$ cat src/haptic_consts.svh
`ifndef HAPTIC_CONSTS_SVH
`define HAPTIC_CONSTS_SVH

// ****************************************************
// register offsets
// ****************************************************
`define ADDR_STATUS 8'h00
`define ADDR_MODE 8'h01
`define ADDR_RTP 8'h02
`define ADDR_GO 8'h0c

// ****************************************************
// field positions
// ****************************************************
`define MODE_SRST_BIT 7
`define MODE_STBY_BIT 6
`define GO_BIT 0
`define STAT_OUTCOME_BIT 3

// ****************************************************
// reset values
// ****************************************************
`define STBY_RST 1'h1
`define OPMODE_RST 3'h0
`define RTP_RST 8'h00
// identifier value is arbitrary
`define DEVICE_ID 3'h2

// ****************************************************
// timing counts in clk cycles
// ****************************************************
`define SRST_CYCLES 4
`define ROUTINE_CYCLES 64

`endif

$ cat src/haptic_pkg.sv
package haptic_pkg;

  // ****************************************************
  // operating modes
  // ****************************************************
  typedef enum logic [2:0] {
    MODE_INT_TRIG = 3'b000,
    MODE_EDGE_TRIG = 3'b001,
    MODE_LEVEL_TRIG = 3'b010,
    MODE_PIN_DRIVE = 3'b011,
    MODE_AUDIO = 3'b100,
    MODE_REALTIME = 3'b101,
    MODE_DIAG = 3'b110,
    MODE_AUTOCAL = 3'b111
  } op_mode_t;

  // drive source shown to the output stage
  typedef enum logic [2:0] {
    SRC_NONE = 3'b000,
    SRC_LIBRARY = 3'b001,
    SRC_PIN_PWM = 3'b010,
    SRC_PIN_ANALOG = 3'b011,
    SRC_AUDIO = 3'b100,
    SRC_REALTIME = 3'b101
  } drive_src_t;

  // routine sequencer states
  typedef enum logic [1:0] {
    SEQ_IDLE = 2'b00,
    SEQ_RUN = 2'b01,
    SEQ_FINISH = 2'b10
  } seq_state_t;

endpackage : haptic_pkg

$ cat src/routine_if.sv
`timescale 1ns/10ps

// request and answer between mode control and routine sequencer
interface routine_if;
  logic req;
  logic calibrate;
  logic abort;
  logic busy;
  logic done;
  logic fail;

  modport ctl (output req, output calibrate, output abort,
    input busy, input done, input fail);
  modport seq (input req, input calibrate, input abort,
    output busy, output done, output fail);
endinterface : routine_if

$ cat src/haptic_mode_control.sv
`timescale 1ns/10ps

// Overview of operation
// soft reset acts like a power cycle
// soft reset aborts playback, restores register defaults
// soft reset bit clears itself when done
// bit 6 is standby, defaults to one
// mode 0 fires on software fire bit
// mode 1 rising trigger edge sets fire
// mode 1 second rise while firing cancels
// mode 2 fire bit follows trigger level
// mode 3 drives from pin pwm/analog
// input type bit picks pwm or analog
// mode 4 converts audio on pin
// host sets coupling and input type first
// mode 5 drives realtime amplitude register
// mode 6 runs diagnostic, stores result
// host sets fire, device clears at end
// host programs calibration inputs before fire
// calibration end clears the fire bit
// outcome flag: last routine, clear on read
// mode bits 5..3 read zero, ignore writes

`include "haptic_consts.svh"

module haptic_mode_control
  import haptic_pkg::*;
#(
  parameter int SRST_CYCLES = `SRST_CYCLES,
  parameter int ROUTINE_CYCLES = `ROUTINE_CYCLES
) (
  input wire logic clk,
  input wire logic rst,
  input wire logic reg_wr,
  input wire logic reg_rd,
  input wire logic [7:0] reg_addr,
  input wire logic [7:0] reg_wdata,
  output logic [7:0] reg_rdata,
  input wire logic input_trigger_pin,
  input wire logic input_type_analog,
  input wire logic playback_done,
  input wire logic actuator_fault,
  output logic device_standby,
  output logic engine_fire,
  output logic engine_abort,
  output logic drive_enable,
  output drive_src_t drive_source,
  output logic [7:0] drive_amplitude
);

  localparam int SCW = $clog2(SRST_CYCLES + 1);

  // ****************************************************
  // mode decoding
  // ****************************************************
  function automatic logic is_trig_mode(op_mode_t m);
    return (m == MODE_INT_TRIG) || (m == MODE_EDGE_TRIG) ||
      (m == MODE_LEVEL_TRIG);
  endfunction : is_trig_mode

  function automatic logic is_routine_mode(op_mode_t m);
    return (m == MODE_DIAG) || (m == MODE_AUTOCAL);
  endfunction : is_routine_mode

  // ****************************************************
  // trigger pin synchroniser
  // ****************************************************
  logic trig_s1_q, trig_s2_q, trig_s3_q;
  logic trig_lvl_q, trig_lvl_d;
  logic trig_agree, trig_rise, trig_fall;

  // change counts once stages two and three agree
  always_comb begin
    trig_agree = (trig_s2_q == trig_s3_q);
    trig_rise = trig_agree && trig_s3_q && !trig_lvl_q;
    trig_fall = trig_agree && !trig_s3_q && trig_lvl_q;
    trig_lvl_d = trig_agree ? trig_s3_q : trig_lvl_q;
  end

  always_ff @(posedge clk) begin
    if (rst) begin
      trig_s1_q <= 1'b0;
      trig_s2_q <= 1'b0;
      trig_s3_q <= 1'b0;
      trig_lvl_q <= 1'b0;
    end else begin
      trig_s1_q <= input_trigger_pin;
      trig_s2_q <= trig_s1_q;
      trig_s3_q <= trig_s2_q;
      trig_lvl_q <= trig_lvl_d;
    end
  end

  // ****************************************************
  // register state
  // ****************************************************
  logic [SCW-1:0] srst_cnt_q, srst_cnt_d;
  logic standby_q, standby_d;
  op_mode_t opmode_q, opmode_d;
  logic [7:0] rtp_q, rtp_d;
  logic go_q, go_d;
  logic outcome_q, outcome_d;
  logic [7:0] rdata_q, rdata_d;
  logic abort_q, abort_d;
  logic srst_busy, srst_start;
  logic wr_mode, wr_rtp, wr_go, rd_status;
  logic go_set, go_clr;

  routine_if rt ();

  routine_sequencer #(
    .RUN_CYCLES(ROUTINE_CYCLES)
  ) u_seq (
    .clk(clk),
    .rst(rst),
    .rt(rt.seq),
    .actuator_fault(actuator_fault)
  );

  // routine request toward the sequencer
  always_comb begin
    rt.req = go_q && is_routine_mode(opmode_q) && !srst_busy;
    rt.calibrate = (opmode_q == MODE_AUTOCAL);
    rt.abort = srst_busy;
  end

  // access decode and fire bit events
  always_comb begin
    srst_busy = (srst_cnt_q != '0);
    wr_mode = reg_wr && (reg_addr == `ADDR_MODE) && !srst_busy;
    wr_rtp = reg_wr && (reg_addr == `ADDR_RTP) && !srst_busy;
    wr_go = reg_wr && (reg_addr == `ADDR_GO) && !srst_busy;
    rd_status = reg_rd && (reg_addr == `ADDR_STATUS);
    srst_start = wr_mode && reg_wdata[`MODE_SRST_BIT];
    // software fire
    go_set = wr_go && reg_wdata[`GO_BIT];
    go_clr = wr_go && !reg_wdata[`GO_BIT];
    // edge trigger sets
    if (opmode_q == MODE_EDGE_TRIG) begin
      go_set = go_set || (trig_rise && !go_q);
      // second edge cancels
      go_clr = go_clr || (trig_rise && go_q);
    end
    // level trigger follows pin
    if (opmode_q == MODE_LEVEL_TRIG) begin
      go_set = go_set || trig_rise;
      go_clr = go_clr || trig_fall;
    end
    // routine end clears
    go_clr = go_clr || rt.done;
    go_clr = go_clr || (playback_done && is_trig_mode(opmode_q));
  end

  // next values of the register file
  always_comb begin
    srst_cnt_d = srst_cnt_q;
    standby_d = standby_q;
    opmode_d = opmode_q;
    rtp_d = rtp_q;
    go_d = go_q;
    outcome_d = outcome_q;
    abort_d = 1'b0;
    // store routine result
    if (rt.done) begin
      outcome_d = rt.fail;
    end else if (rd_status) begin
      outcome_d = 1'b0;
    end
    // set wins over clear
    if (go_set) begin
      go_d = 1'b1;
    end else if (go_clr) begin
      go_d = 1'b0;
      abort_d = go_q && !rt.done && !playback_done;
    end
    if (wr_rtp) begin
      rtp_d = reg_wdata;
    end
    // reserved bits dropped
    if (wr_mode) begin
      standby_d = reg_wdata[`MODE_STBY_BIT];
      opmode_d = op_mode_t'(reg_wdata[2:0]);
    end
    // soft power cycle
    if (srst_start || srst_busy) begin
      // abort and restore defaults
      standby_d = `STBY_RST;
      opmode_d = op_mode_t'(`OPMODE_RST);
      rtp_d = `RTP_RST;
      go_d = 1'b0;
      outcome_d = 1'b0;
      abort_d = srst_start;
    end
    // self clearing countdown
    if (srst_start) begin
      srst_cnt_d = SCW'(SRST_CYCLES);
    end else if (srst_busy) begin
      srst_cnt_d = srst_cnt_q - 1'b1;
    end
  end

  // read data, captured on the read strobe
  always_comb begin
    rdata_d = rdata_q;
    if (reg_rd) begin
      case (reg_addr)
        `ADDR_STATUS: rdata_d = {`DEVICE_ID, 1'b0, outcome_q, 3'h0};
        // reserved read zero
        `ADDR_MODE: rdata_d = {srst_busy, standby_q, 3'h0, opmode_q};
        `ADDR_RTP: rdata_d = rtp_q;
        `ADDR_GO: rdata_d = {7'h00, go_q};
        default: rdata_d = 8'h00;
      endcase
    end
  end

  always_ff @(posedge clk) begin
    if (rst) begin
      srst_cnt_q <= '0;
      // standby by default
      standby_q <= `STBY_RST;
      opmode_q <= op_mode_t'(`OPMODE_RST);
      rtp_q <= `RTP_RST;
      go_q <= 1'b0;
      outcome_q <= 1'b0;
      rdata_q <= 8'h00;
      abort_q <= 1'b0;
    end else begin
      srst_cnt_q <= srst_cnt_d;
      standby_q <= standby_d;
      opmode_q <= opmode_d;
      rtp_q <= rtp_d;
      go_q <= go_d;
      outcome_q <= outcome_d;
      rdata_q <= rdata_d;
      abort_q <= abort_d;
    end
  end

  // ****************************************************
  // drive path
  // ****************************************************
  logic fire_q, fire_d;
  logic den_q, den_d;
  drive_src_t src_q, src_d;
  logic [7:0] amp_q, amp_d;
  logic active;

  always_comb begin
    active = !standby_q && !srst_busy;
    fire_d = go_q && is_trig_mode(opmode_q) && active;
    den_d = 1'b0;
    src_d = SRC_NONE;
    amp_d = 8'h00;
    if (fire_d) begin
      src_d = SRC_LIBRARY;
    end
    case (opmode_q)
      // pin drive, type select
      MODE_PIN_DRIVE: begin
        den_d = active;
        src_d = input_type_analog ? SRC_PIN_ANALOG : SRC_PIN_PWM;
      end
      // audio to vibe
      MODE_AUDIO: begin
        den_d = active;
        src_d = SRC_AUDIO;
      end
      // realtime amplitude drive
      MODE_REALTIME: begin
        den_d = active;
        src_d = SRC_REALTIME;
        amp_d = active ? rtp_q : 8'h00;
      end
      default: den_d = fire_d;
    endcase
  end

  always_ff @(posedge clk) begin
    if (rst) begin
      fire_q <= 1'b0;
      den_q <= 1'b0;
      src_q <= SRC_NONE;
      amp_q <= 8'h00;
    end else begin
      fire_q <= fire_d;
      den_q <= den_d;
      src_q <= src_d;
      amp_q <= amp_d;
    end
  end

  assign reg_rdata = rdata_q;
  assign device_standby = standby_q;
  assign engine_fire = fire_q;
  assign engine_abort = abort_q;
  assign drive_enable = den_q;
  assign drive_source = src_q;
  assign drive_amplitude = amp_q;

  // ****************************************************
  // checks
  // ****************************************************
  // last cycle of the countdown, counted from the cycle after the start
  localparam int SRST_LAST = SRST_CYCLES - 1;
  localparam int RUN_MAX = ROUTINE_CYCLES + 3;

  property p_srst_clears;
    @(posedge clk) disable iff (rst)
    srst_start |=> srst_busy ##[SRST_LAST:SRST_LAST] srst_busy
      ##1 !srst_busy;
  endproperty
  a_srst_clears: assert property (p_srst_clears)
    else $error("soft reset bit did not self clear on time");

  property p_srst_defaults;
    @(posedge clk) disable iff (rst)
    srst_start |=> (rtp_q == `RTP_RST) && !go_q && !outcome_q &&
      (opmode_q == MODE_INT_TRIG);
  endproperty
  a_srst_defaults: assert property (p_srst_defaults)
    else $error("registers not at defaults after soft reset");

  property p_srst_standby;
    @(posedge clk) disable iff (rst)
    $fell(srst_busy) |-> standby_q && !fire_q && !den_q;
  endproperty
  a_srst_standby: assert property (p_srst_standby)
    else $error("device not in standby after soft reset");

  property p_edge_set;
    @(posedge clk) disable iff (rst)
    (opmode_q == MODE_EDGE_TRIG) && trig_rise && !go_q && !srst_busy
      |=> go_q;
  endproperty
  a_edge_set: assert property (p_edge_set)
    else $error("edge trigger did not set fire bit");

  property p_edge_cancel;
    @(posedge clk) disable iff (rst)
    (opmode_q == MODE_EDGE_TRIG) && trig_rise && go_q && !go_set
      |=> !go_q ##1 !fire_q;
  endproperty
  a_edge_cancel: assert property (p_edge_cancel)
    else $error("second edge did not cancel");

  property p_level_fall;
    @(posedge clk) disable iff (rst)
    (opmode_q == MODE_LEVEL_TRIG) && trig_fall && !go_set |=> !go_q;
  endproperty
  a_level_fall: assert property (p_level_fall)
    else $error("falling trigger did not clear fire bit");

  property p_rtp_drive;
    @(posedge clk) disable iff (rst)
    (opmode_q == MODE_REALTIME) && active
      |=> drive_enable && (drive_amplitude == $past(rtp_q));
  endproperty
  a_rtp_drive: assert property (p_rtp_drive)
    else $error("realtime amplitude not driven");

  property p_routine_ends;
    @(posedge clk) disable iff (rst)
    $rose(go_q) && is_routine_mode(opmode_q) && !rt.busy
      ##1 $stable(opmode_q) |-> ##[1:RUN_MAX] !go_q;
  endproperty
  a_routine_ends: assert property (p_routine_ends)
    else $error("routine did not clear fire bit in time");

  property p_outcome_load;
    @(posedge clk) disable iff (rst)
    rt.done && !srst_busy |=> (outcome_q == $past(rt.fail));
  endproperty
  a_outcome_load: assert property (p_outcome_load)
    else $error("routine result not stored");

  property p_read_clear;
    @(posedge clk) disable iff (rst)
    rd_status && !rt.done |=> !outcome_q;
  endproperty
  a_read_clear: assert property (p_read_clear)
    else $error("outcome flag not cleared by read");

  property p_rsv_zero;
    @(posedge clk) disable iff (rst)
    reg_rd && (reg_addr == `ADDR_MODE) |=> (reg_rdata[5:3] == 3'h0);
  endproperty
  a_rsv_zero: assert property (p_rsv_zero)
    else $error("reserved mode bits read nonzero");

  c_diag_fail: cover property (@(posedge clk) disable iff (rst)
    rt.done && rt.fail && !rt.calibrate);
  c_cal_done: cover property (@(posedge clk) disable iff (rst)
    rt.done && rt.calibrate);
  c_edge_cancel: cover property (@(posedge clk) disable iff (rst)
    (opmode_q == MODE_EDGE_TRIG) && trig_rise && go_q);
  c_soft_reset: cover property (@(posedge clk) disable iff (rst)
    $fell(srst_busy));

endmodule : haptic_mode_control

$ cat src/routine_sequencer.sv
`timescale 1ns/10ps
`include "haptic_consts.svh"

module routine_sequencer
  import haptic_pkg::*;
#(
  parameter int RUN_CYCLES = `ROUTINE_CYCLES
) (
  input wire logic clk,
  input wire logic rst,
  routine_if.seq rt,
  input wire logic actuator_fault
);

  localparam int CW = $clog2(RUN_CYCLES + 1);

  seq_state_t state_q, state_d;
  logic [CW-1:0] cnt_q, cnt_d;
  logic fail_q, fail_d;

  // ****************************************************
  // sequencing of diagnostic and calibration runs
  // ****************************************************
  always_comb begin
    state_d = state_q;
    cnt_d = cnt_q;
    fail_d = fail_q;
    case (state_q)
      SEQ_IDLE: begin
        if (rt.req && !rt.abort) begin
          state_d = SEQ_RUN;
          cnt_d = CW'(RUN_CYCLES - 1);
          fail_d = 1'b0;
        end
      end
      SEQ_RUN: begin
        // any fault seen during the run fails it
        fail_d = fail_q | actuator_fault;
        if (cnt_q == '0) begin
          state_d = SEQ_FINISH;
        end else begin
          cnt_d = cnt_q - 1'b1;
        end
      end
      SEQ_FINISH: state_d = SEQ_IDLE;
      default: state_d = SEQ_IDLE;
    endcase
    if (rt.abort) begin
      state_d = SEQ_IDLE;
    end
  end

  always_ff @(posedge clk) begin
    if (rst) begin
      state_q <= SEQ_IDLE;
      cnt_q <= '0;
      fail_q <= 1'b0;
    end else begin
      state_q <= state_d;
      cnt_q <= cnt_d;
      fail_q <= fail_d;
    end
  end

  // answer toward mode control
  assign rt.busy = (state_q != SEQ_IDLE);
  assign rt.done = (state_q == SEQ_FINISH) && !rt.abort;
  assign rt.fail = fail_q;

  // ****************************************************
  // checks
  // ****************************************************
  property p_done_once;
    @(posedge clk) disable iff (rst)
    rt.done |=> !rt.done;
  endproperty
  a_done_once: assert property (p_done_once)
    else $error("done held for more than one cycle");

endmodule : routine_sequencer

$ cat config.mk
export PLATFORM = sky130hd
export DESIGN_NAME = haptic_mode_control
export DESIGN_NICKNAME = d
export VERILOG_FILES = /design/src/haptic_pkg.sv /design/src/routine_if.sv /design/src/haptic_mode_control.sv /design/src/routine_sequencer.sv
export VERILOG_INCLUDE_DIRS = /design/src /design/src/src
export SDC_FILE = /design/constraint.sdc
export NUM_CORES = 1
export LEC_CHECK = 0
export ABC_CLOCK_PERIOD_IN_PS = 3400
export BUFFER_PORTS_ARGS = -buffer_cell sky130_fd_sc_hd__buf_2
export CORE_ASPECT_RATIO = 0.75
export CORE_MARGIN = 2
export CORE_UTILIZATION = 50
export DETAILED_ROUTE_END_ITERATION = 8
export PLACE_DENSITY = 0.72
export SLEW_MARGIN = 15
export SYNTH_ARGS = -nofsm -noshare
export SYNTH_HDL_FRONTEND = slang
export SYNTH_SLANG_ARGS = --single-unit
$ cat constraint.sdc
create_clock -name clk -period 3.4 [get_ports clk]
set_clock_uncertainty 0.05 [all_clocks]
set_input_delay 0.68 -clock clk [delete_from_list [all_inputs] [get_ports clk]]
set_output_delay 0.68 -clock clk [all_outputs]
set_load 0.005 [all_outputs]
Yosys cells after proc, flatten, opt, wreduce, memory -nomap -nowiden
Cells that the tools add are included.
{"block": "totals", "reg_bits": 53, "in_bits": 24, "output_inout_bits": 23, "wordCells": 128}
{"block": "op_classes", "add_sub_neg": 2, "n_eq_ne": 16, "n_mux": 26, "bitwise_logic": 3, "reduce_logical": 61}
{"op": "$pmux W8 S4", "n": 1}
{"op": "$logic_and A1 B1 Y1", "n": 26}
{"op": "$mux W1", "n": 15}
{"op": "$mux W7", "n": 2}
{"op": "$pmux W7 S2", "n": 1}
{"op": "$eq A3 B3 Y1 const B", "n": 4}
{"op": "$logic_or A1 B1 Y1", "n": 10}
{"op": "$pmux W3 S3", "n": 1}
{"op": "$eq A8 B1 Y1 const B", "n": 1}
{"op": "$eq A8 B2 Y1 const B", "n": 1}
{"op": "$eq A8 B4 Y1 const B", "n": 1}
{"op": "$logic_not A1 Y1", "n": 8}
{"op": "$logic_not A8 Y1", "n": 1}
{"op": "$reduce_bool A2 Y1", "n": 4}
{"op": "$logic_not A7 Y1", "n": 1}
{"op": "$sub A7 B1 Y7 const B", "n": 1}
{"op": "$eq A3 B2 Y1 const B", "n": 2}
{"op": "$mux W3", "n": 2}
{"op": "$reduce_or A2 Y1", "n": 3}
{"op": "$reduce_or A3 Y1", "n": 2}
{"op": "$mux W2", "n": 2}
{"op": "$ne A2 B1 Y1 const B", "n": 2}
{"op": "$pmux W2 S2", "n": 1}
{"op": "$reduce_and A2 Y1", "n": 2}
{"op": "other kinds (13)", "n": 14}

Depth between registers and ports, before layout
{"block": "depth", "depth_word": 13, "depth_mapped": 10, "mapped_depth_nobuf": 7}

By module
A second synthesis with hierarchy kept.
{"block": "unflattened", "cells_unflattened": 243, "hier_area_um2": 2318.5}
{"module": "haptic_mode_control", "n_inst": 1, "cells_each": 190, "area_each_um2": 1859.3, "seq_area_each_um2": 860.8}
{"module": "routine_sequencer", "n_inst": 1, "cells_each": 53, "area_each_um2": 459.2, "seq_area_each_um2": 200.2}

Worst setup path before layout
OpenSTA, ideal clock, no wires.
{"block": "synth_path", "kind": "reg2reg", "startpoint": "register srst_cnt_q[0]", "endpoint": "register opmode_q[1]", "setup_time_ns": 0.066, "arrival_time_ns": 1.777, "required_time_ns": 3.284, "path_slack_ns": 1.507, "stages_incl_launch_ff": 11, "n_path_buf": 3, "period_less_slack_ns": 1.893, "path_cell_list": "dfxtp_1 -> inv_1 -> ha_1 -> ha_1 -> buf_2 -> and2_4 -> and4_1 -> buf_6 -> a21o_4 -> buf_8 -> a21oi_2"}
{"block": "synth_via", "elab_chain_len": 6}
{"item": "start: declaration", "line": "haptic_mode_control.sv:97", "text": "logic [SCW-1:0] srst_cnt_q, srst_cnt_d;"}
{"item": "start signal: assignment", "line": "haptic_mode_control.sv:229", "text": "srst_cnt_q <= srst_cnt_d;"}
{"item": "$reduce_bool A3 Y1 *", "line": "haptic_mode_control.sv:129", "text": "srst_busy = (srst_cnt_q != '0);"}
{"item": "$logic_not A1 Y1", "line": "haptic_mode_control.sv:130", "text": "wr_mode = reg_wr && (reg_addr == `ADDR_MODE) && !srst_busy;"}
{"item": "$logic_and A1 B1 Y1", "line": "haptic_mode_control.sv:130"}
{"item": "$logic_and A1 B1 Y1", "line": "haptic_mode_control.sv:134", "text": "srst_start = wr_mode && reg_wdata[`MODE_SRST_BIT];"}
{"item": "$logic_or A1 B1 Y1", "line": "haptic_mode_control.sv:185", "text": "if (srst_start || srst_busy) begin"}
{"item": "$reduce_or A2 Y1 (no source line)"}
{"item": "end signal: assignment", "line": "haptic_mode_control.sv:222", "text": "opmode_q <= op_mode_t'(`OPMODE_RST);"}
{"item": "end signal: assignment", "line": "haptic_mode_control.sv:231", "text": "opmode_q <= opmode_d;"}
{"item": "end: declaration", "line": "haptic_mode_control.sv:99", "text": "op_mode_t opmode_q, opmode_d;"}
Every way passes the cells marked *; elsewhere a longest branch is shown, timed or not.
A chain may end at the register's enable or synchronous reset.

Worst setup path in the final report
{"block": "layout_path", "startpoint": "register srst_cnt_q[0]", "endpoint": "register rtp_q[2]"}
{"block": "layout_via", "elab_chain_len": 6, "word_cells_on_any_way": 7, "classes_between": "7 x reduce/logical"}
{"item": "$reduce_bool A3 Y1 *", "line": "haptic_mode_control.sv:129"}
{"item": "$logic_not A1 Y1", "line": "haptic_mode_control.sv:130, haptic_mode_control.sv:131"}
{"item": "$logic_and A1 B1 Y1", "line": "haptic_mode_control.sv:130"}
{"item": "$logic_and A1 B1 Y1", "line": "haptic_mode_control.sv:134"}
{"item": "$logic_or A1 B1 Y1", "line": "haptic_mode_control.sv:185"}
{"item": "$reduce_or A2 Y1 (no source line)"}
{"item": "end signal: assignment", "line": "haptic_mode_control.sv:223", "text": "rtp_q <= `RTP_RST;"}
{"item": "end signal: assignment", "line": "haptic_mode_control.sv:232", "text": "rtp_q <= rtp_d;"}
{"item": "end: declaration", "line": "haptic_mode_control.sv:100", "text": "logic [7:0] rtp_q, rtp_d;"}
Marked as above.

==> run_summary.xml <==
<?xml version="1.0" encoding="UTF-8"?>
<metrics>
  <group name="power_and_ir_drop">
    <metric name="power.share.combinational" unit="">0.149</metric>
    <metric name="netsw" unit="uW">315</metric>
    <metric name="irDropWorstVdd" unit="V">0.000342</metric>
    <metric name="leakage" unit="uW">0.00116</metric>
    <metric name="net_sw_frac" unit="">0.263</metric>
    <metric name="internal_power" unit="uW">883</metric>
    <metric name="pwr-share-clk" unit="">0.318</metric>
    <metric name="cellPowerDensity" unit="nW/um^2">449</metric>
    <metric name="seq_power_share" unit="">0.534</metric>
  </group>
  <group name="logic_synthesis">
    <metric name="synth-edff-count" unit="">0</metric>
    <metric name="synth_sequential_area_ratio" unit="">0.456</metric>
    <metric name="synthDominantAreaCellType" unit="">dfxtp_1</metric>
    <metric name="post_synthesis_cell_type_count" unit="">46</metric>
    <metric name="yosys_register_bits" unit="">53</metric>
    <metric name="netlist.area_leader.share" unit="">0.456</metric>
    <metric name="synth_warnings" unit="">0</metric>
    <metric name="synthesis.instances" unit="">251</metric>
    <metric name="synthArstFlopShare" unit="">0</metric>
    <metric name="synth.net_count" unit="">282</metric>
    <metric name="synth.avg_cell_area" unit="um^2">9.27</metric>
    <metric name="post_synth_main_area_contributors" unit="">dfxtp_1 46%, mux2i_1 4.7%, ha_1 3.8%</metric>
    <metric name="synth-main-ff-cell" unit="">dfxtp_1</metric>
    <metric name="post_synth_instance_area" unit="um^2">2330</metric>
  </group>
  <group name="cts">
    <metric name="ctsResizeCount" unit="">0</metric>
    <metric name="cts.reportedPaths.clkPinSlew" unit="ns">0.09</metric>
    <metric name="ctsHoldBuffers" unit="">0</metric>
    <metric name="cts_max_path_buffers" unit="">2</metric>
    <metric name="clock_insertion_delay_worst_skew" unit="ns">0.30</metric>
    <metric name="clkSinkCount" unit="">53</metric>
    <metric name="cts_tree" unit="">built</metric>
    <metric name="cts_inserted_buffers" unit="">5</metric>
    <metric name="root_buffer" unit="">clkbuf_8</metric>
    <metric name="cts_h_tree_depth" unit="">2</metric>
    <metric name="postCtsSetupBuffers" unit="">0</metric>
  </group>
  <group name="floorplan">
    <metric name="coreArea" unit="um^2">4470</metric>
    <metric name="overall_die_area" unit="um^2">5220</metric>
    <metric name="dieWidth" unit="um">82.8</metric>
    <metric name="die-height" unit="um">63.1</metric>
    <metric name="top_ports" unit="">47</metric>
    <metric name="rows" unit="">21</metric>
    <metric name="floorplan.initialDensity" unit="">0.521</metric>
  </group>
  <group name="detailed_routing">
    <metric name="drt_first_iter_violations" unit="">148</metric>
    <metric name="wire_per_inst" unit="um">14.3</metric>
    <metric name="viasPerCell" unit="">5.41</metric>
    <metric name="drt_pre_antenna_iters" unit="">4</metric>
    <metric name="postRouteWirelength" unit="um">5040</metric>
    <metric name="ant_nets" unit="">0</metric>
    <metric name="vias" unit="">1903</metric>
    <metric name="post-route-drc-count" unit="">0</metric>
  </group>
  <group name="hold_path">
    <metric name="hold_depth" unit="">1</metric>
    <metric name="worstHoldPathType" unit="">flop to flop</metric>
    <metric name="worstHoldEndpoint" unit="">trig_s2_q$_SDFF_PP0_</metric>
    <metric name="hold_path.startpoint" unit="">trig_s1_q$_SDFF_PP0_</metric>
  </group>
  <group name="timing">
    <metric name="slew_headroom" unit="">0.640</metric>
    <metric name="tightestPinTransition" unit="ns">0.537</metric>
    <metric name="layout_min_cycle_time" unit="ns">2.02</metric>
    <metric name="rsz_0062_raised_after_global_routing" unit="">false</metric>
    <metric name="final_max_slew_viol_count" unit="">0</metric>
    <metric name="final.period_utilization" unit="">0.595</metric>
    <metric name="finalSetupTns" unit="ns">0</metric>
    <metric name="timing.fmax" unit="MHz">495</metric>
    <metric name="finalHoldViolCount" unit="">0</metric>
    <metric name="setup_viol" unit="">0</metric>
  </group>
  <group name="run_status">
    <metric name="status" unit="">finished, final reports clean</metric>
  </group>
  <group name="layout">
    <metric name="post_route_cells_drive_above_1_share" unit="">0.224</metric>
    <metric name="fillerInstances" unit="">412</metric>
    <metric name="synthToLayoutAreaGrowth" unit="%">14.8</metric>
    <metric name="multiInputGateArea" unit="um^2">1150</metric>
    <metric name="finalNetCount" unit="">325</metric>
    <metric name="area.sequential" unit="um^2">1060</metric>
    <metric name="n_antenna_cell" unit="">0</metric>
    <metric name="final_util" unit="">0.598</metric>
    <metric name="finalInstanceArea" unit="um^2">2670</metric>
  </group>
  <group name="critical_path">
    <metric name="rr_startpoint" unit="">srst_cnt_q[0]$_SDFFE_PP0P_</metric>
    <metric name="reg2regPathDepth" unit="">7</metric>
    <metric name="critPathMaxFanout" unit="">12</metric>
    <metric name="minimum_setup_slack_among_reg_to_reg_paths" unit="ns">1.38</metric>
    <metric name="worst-setup-path-type" unit="">flop to flop</metric>
    <metric name="critical_path_rt" unit="ns">3.55</metric>
    <metric name="endpoint_kind" unit="">flop</metric>
    <metric name="worst-endpoint-arrival" unit="ns">2.17</metric>
    <metric name="r2r-end" unit="">rtp_q[2]$_SDFFE_PP0P_</metric>
    <metric name="timing.critical_path.from_type" unit="">flop</metric>
  </group>
  <group name="grt">
    <metric name="grt-ovfl-total" unit="">0</metric>
    <metric name="number_of_global_route_vias_before_repair" unit="">1719</metric>
    <metric name="grt.total_usage" unit="">0.210</metric>
    <metric name="antenna_found_initial" unit="">0</metric>
    <metric name="grt_start_max_net_pins" unit="">26</metric>
    <metric name="first_pass_grt_wire_length" unit="um">8310</metric>
  </group>
  <group name="place">
    <metric name="dpl_cell_area" unit="um^2">2570</metric>
    <metric name="place.port_buffers" unit="">46</metric>
    <metric name="place_congestion" unit="">0.871</metric>
    <metric name="dp.final_hpwl" unit="um">3800</metric>
  </group>
  <group name="flow_run">
    <metric name="cap_viol_max_count" unit="">0</metric>
  </group>
</metrics>
## flip-flops by register name (all words and copies together) (netlist names)
register and flops:
device_standby 1, drive_amplitude 8, drive_enable 1, drive_source 3, engine_abort 1, engine_fire 1
go_q 1, opmode_q 3, outcome_q 1, reg_rdata 8, rtp_q 8, srst_cnt_q 3
trig_lvl_q 1, trig_s1_q 1, trig_s2_q 1, trig_s3_q 1, u_seq.cnt_q 7, u_seq.rt.fail 1
u_seq.state_q 2
## kinds of logic after synthesis
kind of cell / synth area share
AOI/OAI and AO/OA: 0.137
xor gates and xnor gates: 0.00753
adders and majority gates: 0.0377
buffers and inverters: 0.0490
DFF: 0.456
muxes: 0.0473
and+or+nand+nor: 0.266
## placed cells by master (no fill, tap or decap), types with 2 or more instances in the layout
| cell | instances |
|---|---|
| a21o_1 | 2 |
| a311oi_1 | 3 |
| nand3b_1 | 2 |
| and2_1 | 10 |
| nor3_1 | 12 |
| nor4b_1 | 2 |
| buf_2 | 46 |
| o21ai_0 | 8 |
| and4_1 | 2 |
| a22oi_1 | 3 |
| a21oi_2 | 3 |
| nor2b_1 | 9 |
| a31oi_1 | 2 |
| clkbuf_8 | 7 |
| nand4b_1 | 2 |
| xor2_1 | 2 |
| a211oi_1 | 4 |
| nor2_1 | 22 |
| a21oi_1 | 16 |
| and3_1 | 2 |
| dfxtp_1 | 53 |
| mux2i_1 | 11 |
| nor3b_1 | 2 |
| nand3_1 | 5 |
| ha_1 | 7 |
| nand2b_1 | 7 |
| inv_1 | 13 |
| nand4_1 | 6 |
| nand2_1 | 15 |
## worst max-delay path, cell delays in order, from the launching register on
cell and delay [ns]:
dfxtp_1 0.33, inv_1 0.06, ha_1 0.17, ha_1 0.37, and2_4 0.25, and4_1 0.37
a21o_4 0.25, nor2_1 0.07
## worst max-delay path by stage
| stage | from | to | slack [ns] | cells after the start |
|---|---|---|---|---|
| floorplan | srst_cnt_q[0]$_SDFFE_PP0P_ | opmode_q[1]$_SDFFE_PP0P_ | 1.51 | 10 |
| global route | srst_cnt_q[1]$_SDFFE_PP0P_ | u_seq.cnt_q[2]$_SDFFE_PP0P_ | 1.05 | 7 |
| finish | srst_cnt_q[0]$_SDFFE_PP0P_ | rtp_q[2]$_SDFFE_PP0P_ | 1.38 | 7 |
| global placement | reg_addr[5] | rtp_q[4]$_SDFFE_PP0P_ | 1.23 | 5 |
| detailed placement | reg_addr[5] | rtp_q[2]$_SDFFE_PP0P_ | 1.19 | 5 |
| CTS | srst_cnt_q[0]$_SDFFE_PP0P_ | u_seq.cnt_q[2]$_SDFFE_PP0P_ | 1.37 | 7 |
## cell type report
cell class,count,share of cell area
timing repair buffer,47,0.0890
inverter,13,0.0183
clock inverter,1,0.00187
clock buffer,7,0.0361
sequential,53,0.397
multi-input combinational,174,0.431
tap,57,0.0267
## power groups by stage
stage | clock, uW | sequential, uW | combinational (uW)
finish | 381 | 639 | 178
detailed placement | 0 | 654 | 179
CTS | 396 | 640 | 179
floorplan | 0 | 653 | 142
global route | 430 | 641 | 202
global placement | 0 | 654 | 175
## through the flow
stage          setup WS (ns)  instances  power (uW)  hold WS [ns]
2_1_floorplan           1.51        251         795         0.364
3_3_place_gp            1.23        344         828         0.368
3_5_place_dp            1.19        344         833         0.388
4_1_cts                 1.37        352        1210         0.408
5_1_grt                 1.05        352        1270         0.424
6_report                1.38        352        1200         0.403
## metal layers
metal,share of wire,wire length (um),up-vias,track usage
met2,0.42,2120,60,0.292
met5,0,0,-,0
li1,-,-,973,-
met3,0.070,352,4,0.0745
met1,0.51,2550,866,0.312
met4,0.0052,26,0,0.0430
## Yosys cell counts, types with 2 or more instances
master / number
a211oi_1: 4
a21o_1: 2
a21oi_1: 16
a21oi_2: 3
a22oi_1: 3
a311oi_1: 3
a31oi_1: 2
and2_1: 10
and3_1: 2
and4_1: 2
buf_2: 4
clkbuf_1: 5
dfxtp_1: 53
ha_1: 7
inv_1: 13
mux2i_1: 11
nand2_1: 15
nand2b_1: 7
nand3_1: 5
nand3b_1: 2
nand4_1: 6
nand4b_1: 2
nor2_1: 22
nor2b_1: 9
nor3_1: 12
nor3b_1: 2
nor4b_1: 2
o21ai_0: 8
xor2_1: 2
Power figures use the tool's default switching activity.
